==> src/ufm_cfg.svh <==
// ufm_cfg.svh: addresses, field positions, reset values and counts.
// Assumes it is included ahead of the package and the design modules.
`ifndef UFM_CFG_SVH
`define UFM_CFG_SVH
// Register byte addresses on the AXI4-Lite slave.
`define UFM_A_CTRL 8'h00
`define UFM_A_CFG 8'h04
`define UFM_A_BAUD 8'h08
`define UFM_A_STAT 8'h0C
`define UFM_A_TXD 8'h10
`define UFM_A_RXD 8'h14
`define UFM_A_CMD 8'h18
// Control register bit positions.
`define UFM_C_UNIT 0
`define UFM_C_TXON 1
`define UFM_C_RXON 2
`define UFM_C_WL9 3
`define UFM_C_PAR 4
`define UFM_C_DMATX 5
`define UFM_C_DMARX 6
`define UFM_C_RQFL 7
`define UFM_C_CLFL 8
`define UFM_C_XCVR 9
`define UFM_C_DPOL 10
`define UFM_C_MUTE 11
`define UFM_C_WAKE 12
`define UFM_C_WAKE_HI 13
`define UFM_C_MWID 14
`define UFM_C_LIN 15
`define UFM_C_BLEN 16
`define UFM_C_SCK 17
`define UFM_C_LAST 18
`define UFM_C_PHASE 19
`define UFM_C_IDLV 20
`define UFM_C_TCIRQ 21
`define UFM_C_ERIRQ 22
`define UFM_C_BKIRQ 23
// Status register bit positions.
`define UFM_S_TXEMPTY 0
`define UFM_S_TXDONE 1
`define UFM_S_RXFULL 2
`define UFM_S_IDLE 3
`define UFM_S_FRAME 4
`define UFM_S_OVER 5
`define UFM_S_NOISE 6
`define UFM_S_BREAK 7
`define UFM_S_MSTATE 8
// Configuration register fields.
`define UFM_F_LEAD 4:0
`define UFM_F_TRAIL 9:5
`define UFM_F_MATCH 17:10
// Command register bits.
`define UFM_K_MUTE 0
`define UFM_K_BREAK 1
// Reset values, frame sizes, compare masks and bus answers.
`define UFM_RST_BAUD 16'h0010
`define UFM_W8 4'h8
`define UFM_W9 4'h9
`define UFM_BRK_TX 4'hC
`define UFM_BRK_10 4'hA
`define UFM_BRK_11 4'hB
`define UFM_M4 9'h00F
`define UFM_M6 9'h03F
`define UFM_M7 9'h07F
`define UFM_M8 9'h0FF
`define UFM_OKAY 2'h0
`define UFM_SLVERR 2'h2
`endif

==> src/ufm_pkg.sv <==
// ufm_pkg: state types of the serial extension block.
// Assumes ufm_cfg.svh supplies the addresses, bit positions, reset values and sizes used by the modules.
package ufm_pkg;
  // Transmit sequencer states.
  typedef enum logic [2:0] {UFM_T_IDLE, UFM_T_LEAD, UFM_T_START,
    UFM_T_DATA, UFM_T_STOP, UFM_T_TRAIL} ufm_tx_st_t;
  // Asynchronous receive states.
  typedef enum logic [1:0] {UFM_R_IDLE, UFM_R_START, UFM_R_DATA,
    UFM_R_STOP} ufm_rx_st_t;
  // State of the block in one record; the pin synchroniser keeps its own stages.
  typedef struct packed {
    logic aw_rdy, w_rdy, bvalid, ar_rdy, rvalid;
    logic [1:0] bresp, rresp;
    logic [7:0] waddr;
    logic [31:0] wdata, rdata, ctl, cfg;
    logic [3:0] wstrb;
    logic [15:0] baud, tcnt, rcnt, lcnt;
    logic transmit_empty_flag, tx_done, receive_not_empty_flag, idle, framing_fault_flag, overrun_fault_flag, noise_fault_flag, break_seen_flag, mute;
    logic [8:0] tdata, rxbuf, tshift, rshift;
    ufm_tx_st_t tx_st;
    ufm_rx_st_t rx_st;
    logic [3:0] tbit, rbit, idle_cnt, lbits;
    logic [4:0] decnt;
    logic tbrk, brk_req, rnoise, rprev, idle_arm;
    logic o_tx, o_rts, o_de, o_sck, o_irq, o_dtx, o_drx;
  } ufm_state_t;
endpackage : ufm_pkg

==> src/ufm_sync2.sv <==
// ufm_sync2: two-stage synchroniser for asynchronous pin inputs.
// Assumes the inputs idle high and may change at any time.
`timescale 1ns/10ps
module ufm_sync2 #(
  parameter int W = 2
) (
  input wire logic clock,
  input wire logic rst_n,
  input wire logic clk_en,
  input wire logic [W-1:0] d,
  output logic [W-1:0] q
);
  // First stage; only the second stage reads it.
  logic [W-1:0] meta_reg;

  // Both stages reset to the idle-high line level.
  always_ff @(posedge clock or negedge rst_n) begin
    if (!rst_n) begin
      meta_reg <= '1;
      q <= '1;
    end else if (clk_en) begin
      meta_reg <= d;
      q <= meta_reg;
    end
  end
endmodule : ufm_sync2

==> src/ufm_uart_ext.sv <==
// ufm_uart_ext: DMA requests, flow control, driver enable, mute wake-up,
// LIN break and synchronous clock around a small serial transceiver.
// Assumes one clock, an AXI4-Lite master and a DMA controller on the
// near side, and a remote serial node on the pins.
//
// Design decisions made here: the register addresses and the AXI4-Lite interface to the registers.
`timescale 1ns/10ps
`include "ufm_cfg.svh"
module ufm_uart_ext
  import ufm_pkg::*;
(
  input wire logic clock,
  input wire logic rst_n,
  input wire logic clk_en,
  input wire logic [7:0] s_axi_awaddr,
  input wire logic s_axi_awvalid,
  output logic s_axi_awready,
  input wire logic [31:0] s_axi_wdata,
  input wire logic [3:0] s_axi_wstrb,
  input wire logic s_axi_wvalid,
  output logic s_axi_wready,
  output logic [1:0] s_axi_bresp,
  output logic s_axi_bvalid,
  input wire logic s_axi_bready,
  input wire logic [7:0] s_axi_araddr,
  input wire logic s_axi_arvalid,
  output logic s_axi_arready,
  output logic [31:0] s_axi_rdata,
  output logic [1:0] s_axi_rresp,
  output logic s_axi_rvalid,
  input wire logic s_axi_rready,
  input wire logic rx_in,
  input wire logic clear_to_send_n,
  output logic tx_out,
  output logic request_to_send_n,
  output logic driver_enable_out,
  output logic sync_clk_pin,
  output logic irq,
  output logic dma_tx_req,
  output logic dma_rx_req
);
  ufm_state_t st, nx;   // Registered state and its next value.
  logic rx_s, cts_s;    // Synchronised pin levels.

  // Frame data bits: LIN forces eight.
  function automatic logic [3:0] frame_bits(input logic [31:0] c);
    return (c[`UFM_C_LIN] || !c[`UFM_C_WL9]) ? `UFM_W8 : `UFM_W9;
  endfunction : frame_bits

  // Wake-up compare of a received frame against the match field.
  function automatic logic match_ok(input logic [8:0] f,
      input logic [3:0] nb, input logic [31:0] c, input logic [7:0] m);
    logic [8:0] mask;
    if (c[`UFM_C_PAR]) begin
      mask = (nb == `UFM_W9) ? `UFM_M8 : `UFM_M6;
    end else if (c[`UFM_C_WAKE_HI]) begin
      mask = `UFM_M8;
    end else begin
      mask = c[`UFM_C_MWID] ? `UFM_M7 : `UFM_M4;
    end
    return ((f ^ {1'b0, m}) & mask) == '0;
  endfunction : match_ok

  // Transmit word with even parity placed in the MSB when enabled.
  function automatic logic [8:0] tx_word(input logic [8:0] d,
      input logic [3:0] nb, input logic par);
    logic [8:0] w;
    w = (nb == `UFM_W9) ? d : {1'b0, d[7:0]};
    if (par && nb == `UFM_W9) begin
      w[8] = ^w[7:0];
    end else if (par) begin
      w[7] = ^w[6:0];
    end
    return w;
  endfunction : tx_word

  // Byte-lane merge of a bus write into a register.
  function automatic logic [31:0] merge(input logic [31:0] o,
      input logic [31:0] n, input logic [3:0] s);
    logic [31:0] r;
    r = o;
    for (int i = 0; i < 4; i++) begin
      if (s[i]) begin
        r[i*8 +: 8] = n[i*8 +: 8];
      end
    end
    return r;
  endfunction : merge

  // Pins from the far side are synchronised before any logic.
  ufm_sync2 #(.W(2)) u_sync (
    .clock(clock),
    .rst_n(rst_n),
    .clk_en(clk_en),
    .d({rx_in, clear_to_send_n}),
    .q({rx_s, cts_s})
  );

  ////////////////////////////////////////////////////////////////////////
  // Next-state logic: bus slave, transmitter, receiver, break, outputs.
  always_comb begin
    logic [3:0] nb;
    logic [31:0] wv, sv;
    logic [8:0] frm;
    logic [15:0] half;
    logic go, tick_t, tick_r, rx_done, fe, ne, keep, sync_m, act;
    nb = frame_bits(st.ctl);
    wv = merge(st.wdata, st.wdata, 4'hF);
    frm = '0;
    half = {1'b0, st.baud[15:1]};
    go = 1'b0;
    rx_done = 1'b0;
    fe = 1'b0;
    ne = 1'b0;
    keep = 1'b1;
    act = 1'b0;
    sync_m = st.ctl[`UFM_C_SCK] && !st.ctl[`UFM_C_LIN];
    tick_t = (st.tcnt == '0);
    tick_r = (st.rcnt == '0);
    sv = '0;
    sv[`UFM_S_TXEMPTY] = st.transmit_empty_flag;
    sv[`UFM_S_TXDONE] = st.tx_done;
    sv[`UFM_S_RXFULL] = st.receive_not_empty_flag;
    sv[`UFM_S_IDLE] = st.idle;
    sv[`UFM_S_FRAME] = st.framing_fault_flag;
    sv[`UFM_S_OVER] = st.overrun_fault_flag;
    sv[`UFM_S_NOISE] = st.noise_fault_flag;
    sv[`UFM_S_BREAK] = st.break_seen_flag;
    sv[`UFM_S_MSTATE] = st.mute;
    nx = st;

    // Address and data are taken in either order; the write acts once
    // both are held, so the response always follows both.
    if (s_axi_awvalid && st.aw_rdy) begin
      nx.aw_rdy = 1'b0;
      nx.waddr = s_axi_awaddr;
    end
    if (s_axi_wvalid && st.w_rdy) begin
      nx.w_rdy = 1'b0;
      nx.wdata = s_axi_wdata;
      nx.wstrb = s_axi_wstrb;
    end
    if (!st.aw_rdy && !st.w_rdy && !st.bvalid) begin
      nx.bvalid = 1'b1;
      nx.bresp = `UFM_OKAY;
      wv = merge('0, st.wdata, st.wstrb);
      case (st.waddr)
        `UFM_A_CTRL: begin
          nx.ctl = merge(st.ctl, st.wdata, st.wstrb);
        end
        `UFM_A_CFG: begin
          nx.cfg = merge(st.cfg, st.wdata, st.wstrb);
        end
        `UFM_A_BAUD: begin
          nx.baud = 16'(merge({16'h0000, st.baud}, st.wdata, st.wstrb));
        end
        `UFM_A_STAT: begin
          // Write one to clear; a hardware set below still wins.
          nx.tx_done = st.tx_done && !wv[`UFM_S_TXDONE];
          nx.idle = st.idle && !wv[`UFM_S_IDLE];
          nx.framing_fault_flag = st.framing_fault_flag && !wv[`UFM_S_FRAME];
          nx.overrun_fault_flag = st.overrun_fault_flag && !wv[`UFM_S_OVER];
          nx.noise_fault_flag = st.noise_fault_flag && !wv[`UFM_S_NOISE];
          nx.break_seen_flag = st.break_seen_flag && !wv[`UFM_S_BREAK];
        end
        `UFM_A_TXD: begin
          nx.tdata = wv[8:0];
          nx.transmit_empty_flag = 1'b0;
          nx.tx_done = 1'b0;
        end
        `UFM_A_RXD: begin
          nx.bresp = `UFM_OKAY;
        end
        `UFM_A_CMD: begin
          if (wv[`UFM_K_MUTE] && st.ctl[`UFM_C_MUTE]) begin
            nx.mute = 1'b1;
          end
          if (wv[`UFM_K_BREAK]) begin
            nx.brk_req = 1'b1;
          end
        end
        default: begin
          nx.bresp = `UFM_SLVERR;
        end
      endcase
    end
    if (st.bvalid && s_axi_bready) begin
      nx.bvalid = 1'b0;
      nx.aw_rdy = 1'b1;
      nx.w_rdy = 1'b1;
    end

    // Reads answer in the cycle after the address is taken.
    if (s_axi_arvalid && st.ar_rdy) begin
      nx.ar_rdy = 1'b0;
      nx.rvalid = 1'b1;
      nx.rresp = `UFM_OKAY;
      case (s_axi_araddr)
        `UFM_A_CTRL: nx.rdata = st.ctl;
        `UFM_A_CFG: nx.rdata = st.cfg;
        `UFM_A_BAUD: nx.rdata = {16'h0000, st.baud};
        `UFM_A_STAT: nx.rdata = sv;
        `UFM_A_TXD: nx.rdata = {23'h000000, st.tdata};
        `UFM_A_RXD: begin
          nx.rdata = {23'h000000, st.rxbuf};
          nx.receive_not_empty_flag = 1'b0;
        end
        `UFM_A_CMD: nx.rdata = '0;
        default: begin
          nx.rdata = '0;
          nx.rresp = `UFM_SLVERR;
        end
      endcase
    end
    if (st.rvalid && s_axi_rready) begin
      nx.rvalid = 1'b0;
      nx.ar_rdy = 1'b1;
    end

    ////////////////////////////////////////////////////////////////////
    // Transmitter. Bit timing counts down from the divisor.
    if (st.tx_st != UFM_T_IDLE) begin
      nx.tcnt = tick_t ? st.baud - 16'h0001 : st.tcnt - 16'h0001;
    end
    case (st.tx_st)
      UFM_T_IDLE: begin
        if (st.ctl[`UFM_C_UNIT] && st.ctl[`UFM_C_TXON]) begin
          if (st.brk_req) begin
            // Break: thirteen zero bits, then one stop bit.
            go = 1'b1;
            nx.brk_req = 1'b0;
            nx.tbrk = 1'b1;
            nx.tshift = '0;
            // The start bit is the first of the thirteen zeros.
            nx.tbit = `UFM_BRK_TX - 4'h1;
          end else if (!st.transmit_empty_flag && (!st.ctl[`UFM_C_CLFL] || !cts_s)) begin
            go = 1'b1;
            nx.tbrk = 1'b0;
            nx.tshift = tx_word(st.tdata, nb, st.ctl[`UFM_C_PAR]);
            nx.tbit = nb - 4'h1;
            nx.transmit_empty_flag = 1'b1;
          end
        end
        if (go) begin
          nx.tcnt = st.baud - 16'h0001;
          nx.decnt = st.cfg[`UFM_F_LEAD];
          nx.tx_st = (st.ctl[`UFM_C_XCVR] && st.cfg[`UFM_F_LEAD] != '0)
              ? UFM_T_LEAD : UFM_T_START;
        end
      end
      UFM_T_LEAD: begin
        if (tick_t && st.decnt <= 5'h01) begin
          nx.tx_st = UFM_T_START;
        end else if (tick_t) begin
          nx.decnt = st.decnt - 5'h01;
        end
      end
      UFM_T_START: begin
        if (tick_t) begin
          nx.tx_st = UFM_T_DATA;
        end
      end
      UFM_T_DATA: begin
        // The sync receiver samples once, at the capture instant.
        if (sync_m && st.tcnt == half) begin
          nx.rshift = {rx_s, st.rshift[8:1]};
        end
        if (tick_t) begin
          nx.tshift = {1'b0, st.tshift[8:1]};
          nx.tbit = st.tbit - 4'h1;
          if (st.tbit == '0) begin
            nx.tx_st = UFM_T_STOP;
          end
        end
      end
      UFM_T_STOP: begin
        // A frame is always finished; the clear input only gates the
        // next start back in the idle state.
        if (tick_t) begin
          nx.tx_st = UFM_T_IDLE;
          if (st.ctl[`UFM_C_XCVR] && st.cfg[`UFM_F_TRAIL] != '0) begin
            nx.tx_st = UFM_T_TRAIL;
            nx.decnt = st.cfg[`UFM_F_TRAIL];
          end
          if (nx.transmit_empty_flag) begin
            nx.tx_done = 1'b1;
          end
          if (sync_m && st.ctl[`UFM_C_RXON] && !st.tbrk) begin
            rx_done = 1'b1;
            frm = st.rshift >> (4'h9 - nb);
          end
        end
      end
      UFM_T_TRAIL: begin
        if (tick_t && st.decnt <= 5'h01) begin
          nx.tx_st = UFM_T_IDLE;
        end else if (tick_t) begin
          nx.decnt = st.decnt - 5'h01;
        end
      end
      default: nx.tx_st = UFM_T_IDLE;
    endcase

    ////////////////////////////////////////////////////////////////////
    // Asynchronous receiver: one mid-bit sample; noise is flagged when
    // the line changed in the cycle before that sample.
    nx.rprev = rx_s;
    nx.rcnt = tick_r ? st.baud - 16'h0001 : st.rcnt - 16'h0001;
    if (sync_m || !st.ctl[`UFM_C_RXON] || !st.ctl[`UFM_C_UNIT]) begin
      nx.rx_st = UFM_R_IDLE;
    end else begin
      case (st.rx_st)
        UFM_R_IDLE: begin
          if (!rx_s) begin
            // A line still low after a break waits for a rise first,
            // so one break gives one frame and no phantom overrun.
            if (st.rprev) begin
              nx.rx_st = UFM_R_START;
              nx.rcnt = half;
            end
            nx.idle_cnt = '0;
          end else if (tick_r && st.idle_cnt == nb + 4'h1) begin
            nx.idle_cnt = '0;
            nx.idle_arm = 1'b0;
            if (st.idle_arm && st.mute && st.ctl[`UFM_C_MUTE]
                && st.ctl[`UFM_C_WAKE_HI:`UFM_C_WAKE] == 2'h0) begin
              nx.mute = 1'b0;
            end else if (st.idle_arm && !st.mute) begin
              nx.idle = 1'b1;
            end
          end else if (tick_r) begin
            nx.idle_cnt = st.idle_cnt + 4'h1;
          end
        end
        UFM_R_START: begin
          if (tick_r) begin
            nx.rx_st = rx_s ? UFM_R_IDLE : UFM_R_DATA;
            nx.rnoise = (rx_s != st.rprev);
            nx.rbit = nb - 4'h1;
          end
        end
        UFM_R_DATA: begin
          if (tick_r) begin
            nx.rshift = {rx_s, st.rshift[8:1]};
            nx.rnoise = st.rnoise || (rx_s != st.rprev);
            nx.rbit = st.rbit - 4'h1;
            if (st.rbit == '0) begin
              nx.rx_st = UFM_R_STOP;
            end
          end
        end
        UFM_R_STOP: begin
          if (tick_r) begin
            rx_done = 1'b1;
            fe = !rx_s;
            ne = st.rnoise || (rx_s != st.rprev);
            frm = st.rshift >> (4'h9 - nb);
            nx.rx_st = UFM_R_IDLE;
            nx.idle_arm = 1'b1;
            nx.idle_cnt = '0;
          end
        end
        default: nx.rx_st = UFM_R_IDLE;
      endcase
    end

    // Wake-up methods decide whether a finished frame is kept.
    if (rx_done && st.ctl[`UFM_C_MUTE]) begin
      if (st.ctl[`UFM_C_WAKE_HI]) begin
        nx.mute = !match_ok(frm, nb, st.ctl, st.cfg[`UFM_F_MATCH]);
        keep = !nx.mute;
      end else if (st.ctl[`UFM_C_WAKE]) begin
        if (st.ctl[`UFM_C_PAR] ? frm[nb - 4'h2] : frm[nb - 4'h1]) begin
          nx.mute = !match_ok(frm, nb, st.ctl, st.cfg[`UFM_F_MATCH]);
        end
        keep = !nx.mute;
      end else begin
        keep = !st.mute;
      end
    end
    if (rx_done && keep) begin
      if (nx.receive_not_empty_flag) begin
        nx.overrun_fault_flag = 1'b1;
      end else begin
        nx.rxbuf = frm;
        nx.receive_not_empty_flag = 1'b1;
      end
      // Built on the next value, so a clear in this cycle is not lost.
      nx.framing_fault_flag = nx.framing_fault_flag || fe;
      nx.noise_fault_flag = nx.noise_fault_flag || ne;
    end

    // Break detector runs beside the receiver in bit periods of low.
    if (rx_s) begin
      nx.lcnt = st.baud - 16'h0001;
      nx.lbits = '0;
    end else if (st.lcnt != '0) begin
      nx.lcnt = st.lcnt - 16'h0001;
    end else begin
      nx.lcnt = st.baud - 16'h0001;
      if (st.lbits != 4'hF) begin
        nx.lbits = st.lbits + 4'h1;
      end
      if (st.lbits + 4'h1 == (st.ctl[`UFM_C_BLEN] ? `UFM_BRK_11
          : `UFM_BRK_10) && st.ctl[`UFM_C_LIN] && !st.mute) begin
        nx.break_seen_flag = 1'b1;
      end
    end

    ////////////////////////////////////////////////////////////////////
    // Output pins and requests, registered from the next state.
    nx.o_tx = !(nx.tx_st == UFM_T_START
        || (nx.tx_st == UFM_T_DATA && !nx.tshift[0]));
    act = sync_m && st.ctl[`UFM_C_TXON] && nx.tx_st == UFM_T_DATA
        && !nx.tbrk && (nx.tbit != '0 || st.ctl[`UFM_C_LAST]);
    nx.o_sck = st.ctl[`UFM_C_IDLV] ^ (act && (st.ctl[`UFM_C_PHASE]
        ? nx.tcnt > half : nx.tcnt <= half));
    nx.o_de = st.ctl[`UFM_C_DPOL] ^ (st.ctl[`UFM_C_XCVR]
        && nx.tx_st != UFM_T_IDLE);
    nx.o_rts = st.ctl[`UFM_C_RQFL] && nx.receive_not_empty_flag;
    nx.o_irq = (st.ctl[`UFM_C_TCIRQ] && nx.tx_done)
        || (st.ctl[`UFM_C_ERIRQ] && (nx.framing_fault_flag || nx.overrun_fault_flag || nx.noise_fault_flag))
        || (st.ctl[`UFM_C_BKIRQ] && nx.break_seen_flag);
    nx.o_dtx = nx.ctl[`UFM_C_DMATX] && nx.transmit_empty_flag;
    nx.o_drx = nx.ctl[`UFM_C_DMARX] && nx.receive_not_empty_flag;
  end

  // State register; the clock enable freezes everything.
  always_ff @(posedge clock or negedge rst_n) begin
    if (!rst_n) begin
      st <= '{aw_rdy: 1'b1, w_rdy: 1'b1, ar_rdy: 1'b1, transmit_empty_flag: 1'b1,
        baud: `UFM_RST_BAUD, o_tx: 1'b1, tx_st: UFM_T_IDLE,
        rx_st: UFM_R_IDLE, rprev: 1'b1, default: '0};
    end else if (clk_en) begin
      st <= nx;
    end
  end

  assign s_axi_awready = st.aw_rdy;
  assign s_axi_wready = st.w_rdy;
  assign s_axi_bvalid = st.bvalid;
  assign s_axi_bresp = st.bresp;
  assign s_axi_arready = st.ar_rdy;
  assign s_axi_rvalid = st.rvalid;
  assign s_axi_rresp = st.rresp;
  assign s_axi_rdata = st.rdata;
  assign tx_out = st.o_tx;
  assign request_to_send_n = st.o_rts;
  assign driver_enable_out = st.o_de;
  assign sync_clk_pin = st.o_sck;
  assign irq = st.o_irq;
  assign dma_tx_req = st.o_dtx;
  assign dma_rx_req = st.o_drx;
endmodule : ufm_uart_ext

==> config.mk <==
export PLATFORM = sky130hd
export DESIGN_NAME = ufm_uart_ext
export DESIGN_NICKNAME = d
export VERILOG_FILES = /design/src/ufm_pkg.sv /design/src/ufm_sync2.sv /design/src/ufm_uart_ext.sv
export VERILOG_INCLUDE_DIRS = /design/src
export SDC_FILE = /design/constraint.sdc
export NUM_CORES = 1
export LEC_CHECK = 0
export BUFFER_PORTS_ARGS = -buffer_cell sky130_fd_sc_hd__buf_2
export CORE_MARGIN = 2
export CORE_UTILIZATION = 60
export DETAILED_ROUTE_END_ITERATION = 12
export PLACE_DENSITY = 0.91
export SKIP_LAST_GASP = 1
export SYNTH_ARGS = -nofsm -noshare
export SYNTH_HDL_FRONTEND = slang
export SYNTH_SLANG_ARGS = --single-unit
==> constraint.sdc <==
create_clock -name clock -period 8.35 [get_ports clock]
set_input_delay 0.835 -clock clock [delete_from_list [all_inputs] [get_ports clock]]
set_output_delay 0.835 -clock clock [all_outputs]
set_load 0.01 [all_outputs]
==> summary.txt, run 1 <==
Floorplanning
  • Overall die height: 170 um
  • Width of the die: 170 um
  • Starting utilization of the core area: 0.613
  • Row Count: 60
  • Core area: 27000 um^2
  • Floorplan die area: 29000 um^2
  • I/O pin cnt: 110

Timing
  • Count of endpoints failing setup in the final report: 0
  • Clock period minus worst slack: 5.21 ns
  • RSZ-0062 raised after global routing: false
  • Relative slew slack: 0.171
  • Pins over their slew limit: 0
  • Clock tree skew after final layout: 0.0256 ns
  • Worst hold slack across all endpoints: 0.369 ns
  • Transition time of the tightest slew-check pin: 1.23 ns
  • Hold Fails Final Rpt: 0
  • Share of the clock period used by the worst path: 0.624
  • Highest achievable clock rate: 0.192 GHz
  • Setup_tns: 0 ns

Clock network
  • Root Buffer Master: sky130_fd_sc_hd__clkbuf_16
  • Number of gates given a new drive strength after cts: 0
  • Clock latency on the worst-skew pair: 0.54 ns
  • TritonCTS clock tree: built
  • Maximum clock path buffer count: 3
  • TritonCTS Sinks: 298
  • Number of levels the H-tree was split into: 2
  • Clock-pin slew reported for the worst setup and hold paths after clock tree synthesis: 0.06 ns
  • Hold buffers post-CTS: 0
  • TritonCTS buffer count: 34
  • Number of setup buffers added after CTS: 0

Synth
  • Portion of synthesized cell area occupied by the leading cell type: 0.434
  • Synth area leader: sky130_fd_sc_hd__dfrtp_1
  • Yosys cell types: 83
  • Asr flop ratio synth: 1.00
  • Syn. warnings: 0
  • Post-synth top cells: sky130_fd_sc_hd__dfrtp_1 (287), sky130_fd_sc_hd__nand2_1 (193), sky130_fd_sc_hd__o21ai_0 (164), sky130_fd_sc_hd__mux2_2 (131), sky130_fd_sc_hd__nor2_1 (115)
  • Dominant synthesized flop cell: sky130_fd_sc_hd__dfrtp_1
  • Synthesized area per cell: 9.61 um^2
  • Cell with the most instances after synthesis: sky130_fd_sc_hd__dfrtp_1
  • Seq/Total Area, Yosys: 0.451
  • Number of instances in the synthesized netlist: 1723
  • Main area contributors after synthesis: sky130_fd_sc_hd__dfrtp_1 (43%), sky130_fd_sc_hd__mux2_2 (8.9%), sky130_fd_sc_hd__o21ai_0 (5.0%)
  • Number of synthesized register bits: 298
  • Netlist area before placement: 16600 um^2
  • Number of enable-type register cells in the synthesized netlist: 0

Placed design
  • Number of I/O port buffers: 107
  • Post-DP HPWL: 35300 um
  • Placer congestion estimate: 0.966

GRT
  • All-layer global routing usage: 0.359
  • Largest net degree at the start of global routing: 194
  • Number of antenna violations at the first check in global routing: 1
  • Number of global-route vias before repair: 14300
  • First-pass GRT wire length: 79900 um
  • Total global routing overflow: 0

Cells and area
  • Max FFs per register: 248
  • Antenna Cells: 0
  • Net count reported at finish: 1836
  • P&R area growth vs syn: 9.45%
  • Fraction of layout cells with a size suffix above 1: 0.196
  • Top reg by flops: st

Drt
  • Detail Route Antenna Nets: 0
  • Total vias in the final route: 14600
  • Remaining DRCs: 0
  • Total wire length: 51800 um
  • Initial DRC Count: 2059
  • Detail-routed via count per cell: 6.91
  • WL/cell: 24.6 um
  • Drt first pass iters: 8

Critical path
  • Combined buffer and inverter count along the critical path: 1
  • CP Data Arrival Time: 5.62 ns
  • Cell at the slowest stage of the critical path: sky130_fd_sc_hd__nand4_1
  • Category of the most critical setup path: flip-flop to flip-flop
  • Largest delay share family, worst path: simple AND/OR/NAND/NOR gates
  • Series of cell instances along the critical path: inv_1 > ha_1 > nor4b_1 > nand4_1 > nand2_1 > nand2_1 > o211ai_1 > ha_1 > nand4_1 > nor4_1 > nand4_1 > o21ai_0 > a21oi_1 > o21a_1 > o2111ai_1 > or3b_1
  • Most repeated library cell on the critical path: sky130_fd_sc_hd__nand4_1
  • Sort of element at the end of the critical path: flip-flop
  • R2r setup slk: 3.14 ns
  • Worst-path maximum fanout: 14
  • Startpoint class of the critical path: flip-flop
  • Slowest cell delay on critical path: 0.81 ns
  • Data required time of the critical path: 8.76 ns

Run
  • Max-capacitance violation count: 0

Status
  • Run status: complete, no violations

Pwr
  • Leakage power summed over all cells: 7.90 nW
  • Worst ir drop on vdd: 0.000211 V
  • Pwr/cell area: 278 nW/um^2

Worst hold path
  • Worst min-delay path category: input pin to asynchronous set/reset pin
## final cells by class
cell class                 instances  area, um^2
sequential                       298        7470
tap                              341         427
multi-input combinational       1228        8240
inverter                          60         225
clock buffer                      50         961
fill                            1964        8900
clock inverter                    10         150
timing repair buffer             120         658
## layer usage
layer	wire length, um	vias to the layer above	track usage
li1	-	6231	-
met1	19400	7102	0.461
met2	23800	976	0.569
met3	5200	260	0.0772
met4	3470	0	0.197
met5	0	-	0
## stage by stage
step,power (mW),util,setup WS (ns),instances,area (um^2)
after global placement,3.41,0.630,3.35,2047,17000
after CTS,4.98,0.671,3.23,2107,18100
after global routing,5.24,0.671,2.83,2107,18100
final,5.03,0.671,3.14,2107,18100
after detailed placement,3.47,0.630,3.22,2047,17000
after floorplan,2.99,-,4.58,1724,16600
## path summary, 6_finish.rpt
check | from | end | cells past startpoint
worst max-delay path | st[115]$_DFFE_PN0P_ | sync_clk_pin$_DFFE_PN0P_ | 16
max in group asynchronous | rst_n | st[107]$_DFFE_PN0P_ | 2
worst min register to register | s_axi_rdata[0]$_DFFE_PN0P_ | s_axi_rdata[0]$_DFFE_PN0P_ | 2
worst max register to register | st[115]$_DFFE_PN0P_ | sync_clk_pin$_DFFE_PN0P_ | 16
min in group clock | s_axi_rdata[0]$_DFFE_PN0P_ | s_axi_rdata[0]$_DFFE_PN0P_ | 2
worst min-delay path | rst_n | st[125]$_DFFE_PN0P_ | 1
## kinds of logic after synthesis
| family | count (synthesis) | synth area share |
|---|---|---|
| compound gates | 442 | 0.170 |
| xor+xnor | 60 | 0.0317 |
| fa+ha+maj | 32 | 0.0242 |
| buf+inv | 198 | 0.0541 |
| flops | 298 | 0.451 |
| mux | 164 | 0.116 |
| other cells | 1 | 0.000226 |
| simple gates | 528 | 0.152 |
## layout by cell type, fill, tap and decap left out, types with 15 or more instances in the layout
cell type	count
sky130_fd_sc_hd__a211oi_1	15
sky130_fd_sc_hd__buf_2	105
sky130_fd_sc_hd__nand4_1	16
sky130_fd_sc_hd__o21ai_0	164
sky130_fd_sc_hd__xnor2_1	37
sky130_fd_sc_hd__mux2i_1	22
sky130_fd_sc_hd__inv_1	59
sky130_fd_sc_hd__a22oi_1	24
sky130_fd_sc_hd__nor4_1	18
sky130_fd_sc_hd__or3_1	17
sky130_fd_sc_hd__a21oi_1	83
sky130_fd_sc_hd__nand3_1	37
sky130_fd_sc_hd__ha_1	32
sky130_fd_sc_hd__xor2_1	23
sky130_fd_sc_hd__nor3_1	35
sky130_fd_sc_hd__a22o_1	18
sky130_fd_sc_hd__nor2_1	115
sky130_fd_sc_hd__a21o_1	16
sky130_fd_sc_hd__nor2b_1	17
sky130_fd_sc_hd__dfrtp_1	287
sky130_fd_sc_hd__clkbuf_16	34
sky130_fd_sc_hd__mux2_2	131
sky130_fd_sc_hd__nand2_1	193
## power breakdown
| group | switching, mW | internal (mW) |
|---|---|---|
| clock network | 0.623 | 0.873 |
| registers | 0.477 | 1.75 |
| logic | 0.734 | 0.578 |
No activity file was read; power rests on OpenSTA's default activity.
==> inputs of run 2 (changes only) <==
clock period = 4.9 ns   (was 8.35 ns; I/O delays follow)
==> run 2 against run 1 <==
Net effect: the run now ends with hold timing left; register-to-register slack worse by 2.6 ns; non-clock buffer count is 13 higher; routed wire length is 2.2% lower; combinational power is 73% higher; setup slack worse by 2.6 ns; via count is 0.84% lower; final area is 0.48% higher; largest cell class unchanged.
==> summary.txt, run 2 (synthesized netlist as in run 1, its figures left out) <==
Drt
  • Detail Route Antenna Nets: 0
  • Total vias in the final route: 14400
  • Detail-routed via count per cell: 6.82
  • Initial DRC Count: 2008
  • Drt first pass iters: 6
  • Total wire length: 50700 um
  • Remaining DRCs: 0
  • WL/cell: 23.9 um

GRT
  • Largest net degree at the start of global routing: 115
  • Number of antenna violations at the first check in global routing: 0
  • Total global routing overflow: 0
  • Number of global-route vias before repair: 14000
  • First-pass GRT wire length: 78500 um
  • All-layer global routing usage: 0.349

Clock network
  • Number of setup buffers added after CTS: 0
  • Maximum clock path buffer count: 3
  • Clock-pin slew reported for the worst setup and hold paths after clock tree synthesis: 0.07 ns
  • TritonCTS buffer count: 31
  • Number of gates given a new drive strength after cts: 0
  • TritonCTS Sinks: 298
  • Number of levels the H-tree was split into: 1
  • Clock latency on the worst-skew pair: 0.59 ns
  • Root Buffer Master: sky130_fd_sc_hd__clkbuf_16
  • Hold buffers post-CTS: 0
  • TritonCTS clock tree: built

Pwr
  • Internal cell power: 5.45 mW
  • Clock network power share: 0.295
  • Pwr/cell area: 470 nW/um^2
  • Worst ir drop on vdd: 0.000358 V
  • Sw Ratio: 0.364
  • Gate power share: 0.263
  • Sequential share of power: 0.442
  • Reported net switching power: 3.12 mW
  • Leakage power summed over all cells: 7.96 nW

Timing
  • Hold Fails Final Rpt: 20
  • Fin worst setup slack: 0.521 ns
  • Share of the clock period used by the worst path: 0.894
  • Count of endpoints failing setup in the final report: 0
  • RSZ-0062 raised after global routing: false
  • Relative slew slack: 0.149
  • Transition time of the tightest slew-check pin: 1.27 ns
  • Pins over their slew limit: 0
  • Setup_tns: 0 ns
  • Worst hold slack across all endpoints: -0.0651 ns
  • Highest achievable clock rate: 0.228 GHz
  • Clock period minus worst slack: 4.38 ns
  • Clock tree skew after final layout: 0.0123 ns

Floorplanning
  • Width of the die: 170 um
  • Starting utilization of the core area: 0.613
  • Floorplan die area: 29000 um^2
  • Row Count: 60
  • Core area: 27000 um^2
  • Overall die height: 170 um
  • I/O pin cnt: 110

Status
  • Run status: finished, violations left
  • Failing checks: hold timing

Critical path
  • Combined buffer and inverter count along the critical path: 0
  • Worst-path maximum fanout: 8
  • CP Data Arrival Time: 4.84 ns
  • Largest delay share family, worst path: compound AO/OA/AOI/OAI gates
  • Sort of element at the end of the critical path: flip-flop
  • Data required time of the critical path: 5.36 ns
  • Slowest cell delay on critical path: 0.70 ns
  • Series of cell instances along the critical path: nor4_1 > nand3_1 > nor3_1 > xnor2_1 > a21oi_1 > nor2_1 > a221oi_1 > ha_1 > o21a_1 > o21a_1 > o21ai_0 > a21oi_1 > o21a_1 > o2111ai_1 > or3b_1
  • Startpoint class of the critical path: flip-flop
  • Most repeated library cell on the critical path: sky130_fd_sc_hd__o21a_1
  • Category of the most critical setup path: flip-flop to flip-flop
  • Cell at the slowest stage of the critical path: sky130_fd_sc_hd__nor4_1

Placed design
  • Post-DP HPWL: 35400 um
  • Placer congestion estimate: 1.01
  • Number of I/O port buffers: 107
  • Worst-case setup slack after placement: 0.700 ns
  • Placed inst area: 17100 um^2

Cells and area
  • Top reg by flops: st
  • Max FFs per register: 248
  • P&R area growth vs syn: 9.98%
  • Net count reported at finish: 1846
  • Final design utilization: 0.674
  • Total non-filler cell area in the finished layout: 18200 um^2
  • Most common cell after layout, fill and taps aside: sky130_fd_sc_hd__dfrtp_1
  • Fraction of layout cells with a size suffix above 1: 0.207
  • Leading cell types in the layout, fill and taps excluded: sky130_fd_sc_hd__dfrtp_1 (287), sky130_fd_sc_hd__nand2_1 (193), sky130_fd_sc_hd__o21ai_0 (164)
  • Storage element area: 7470 um^2
  • Area used by multi-input combinational logic: 8240 um^2
  • Antenna Cells: 0
  • Filler cell count in the final layout: 1913

Run
  • Max-capacitance violation count: 0

Worst hold path
  • Worst min-delay path category: input pin to asynchronous set/reset pin
## run 2: changes by cell type in the layout (fill, tap and decap cells not counted), sizes merged
cell / previous run / this run
buf: 120 / 133
clkinvlp: 1 / 3
clkbuf: 50 / 42
inv: 62 / 61
clkinv: 5 / 8
bufinv: 2 / 3
## run 2: power by group through the flow
stage                     Clock, mW  Combinational [mW]  Sequential [mW]
final                          2.53                2.26             3.79
after global routing           2.62                2.46             3.82
after CTS                      2.54                2.21             3.73
after detailed placement          0                2.18             3.76
after global placement            0                2.14             3.73
after floorplan                   0                1.74             3.35
## run 2: per-stage QoR
stage | total power, mW | instances
finish | 8.57 | 2117
global route | 8.91 | 2117
CTS | 8.48 | 2117
detailed placement | 5.94 | 2060
global placement | 5.87 | 2060
floorplan | 5.09 | 1724
## run 2: layout make-up
| type | instances | area share |
|---|---|---|
| Timing Repair Buffer | 133 | 0.0415 |
| Inverter | 60 | 0.0124 |
| Clock buffer | 42 | 0.0503 |
| Sequential cell | 298 | 0.410 |
| Clock inverter | 15 | 0.0101 |
| Multi-Input combinational cell | 1228 | 0.452 |
| Tap cell | 341 | 0.0234 |
## run 2: path summary, 6_finish.rpt
| check | from | end | slack, ns | cells past startpoint |
|---|---|---|---|---|
| setup / recovery | st[136]$_DFFE_PN0P_ | sync_clk_pin$_DFFE_PN0P_ | 0.52 | 15 |
| hold / removal | rst_n | st[120]$_DFFE_PN0P_ | -0.07 | 1 |
| setup reg to reg | st[136]$_DFFE_PN0P_ | sync_clk_pin$_DFFE_PN0P_ | 0.52 | 15 |
| hold reg to reg | s_axi_rdata[7]$_DFFE_PN0P_ | s_axi_rdata[7]$_DFFE_PN0P_ | 0.48 | 2 |
| max in group asynchronous | rst_n | st[274]$_DFFE_PN0P_ | 3.85 | 2 |
| min in group clock | s_axi_wstrb[1] | st[148]$_DFFE_PN0P_ | 0.13 | 2 |
## run 2: worst reg2reg max path, stage by stage (launching register included)
cell and delay [ns]:
sky130_fd_sc_hd__dfrtp_1 0.51, sky130_fd_sc_hd__nor4_1 0.70, sky130_fd_sc_hd__nand3_1 0.26, sky130_fd_sc_hd__nor3_1 0.23, sky130_fd_sc_hd__xnor2_1 0.17, sky130_fd_sc_hd__a21oi_1 0.18, sky130_fd_sc_hd__nor2_1 0.05, sky130_fd_sc_hd__a221oi_1 0.51
sky130_fd_sc_hd__ha_1 0.37, sky130_fd_sc_hd__o21a_1 0.17, sky130_fd_sc_hd__o21a_1 0.16, sky130_fd_sc_hd__o21ai_0 0.14, sky130_fd_sc_hd__a21oi_1 0.08, sky130_fd_sc_hd__o21a_1 0.19, sky130_fd_sc_hd__o2111ai_1 0.18, sky130_fd_sc_hd__or3b_1 0.35
## run 2: per-layer routing
layer / GRT usage / routed length, um / part of all wire / up-vias
met5: 0 / 0 / 0 / -
met4: 0.174 / 3100 / 0.061 / 0
met3: 0.0723 / 5300 / 0.10 / 233
met2: 0.554 / 23100 / 0.46 / 966
met1: 0.458 / 19200 / 0.38 / 6999
li1: - / - / - / 6249
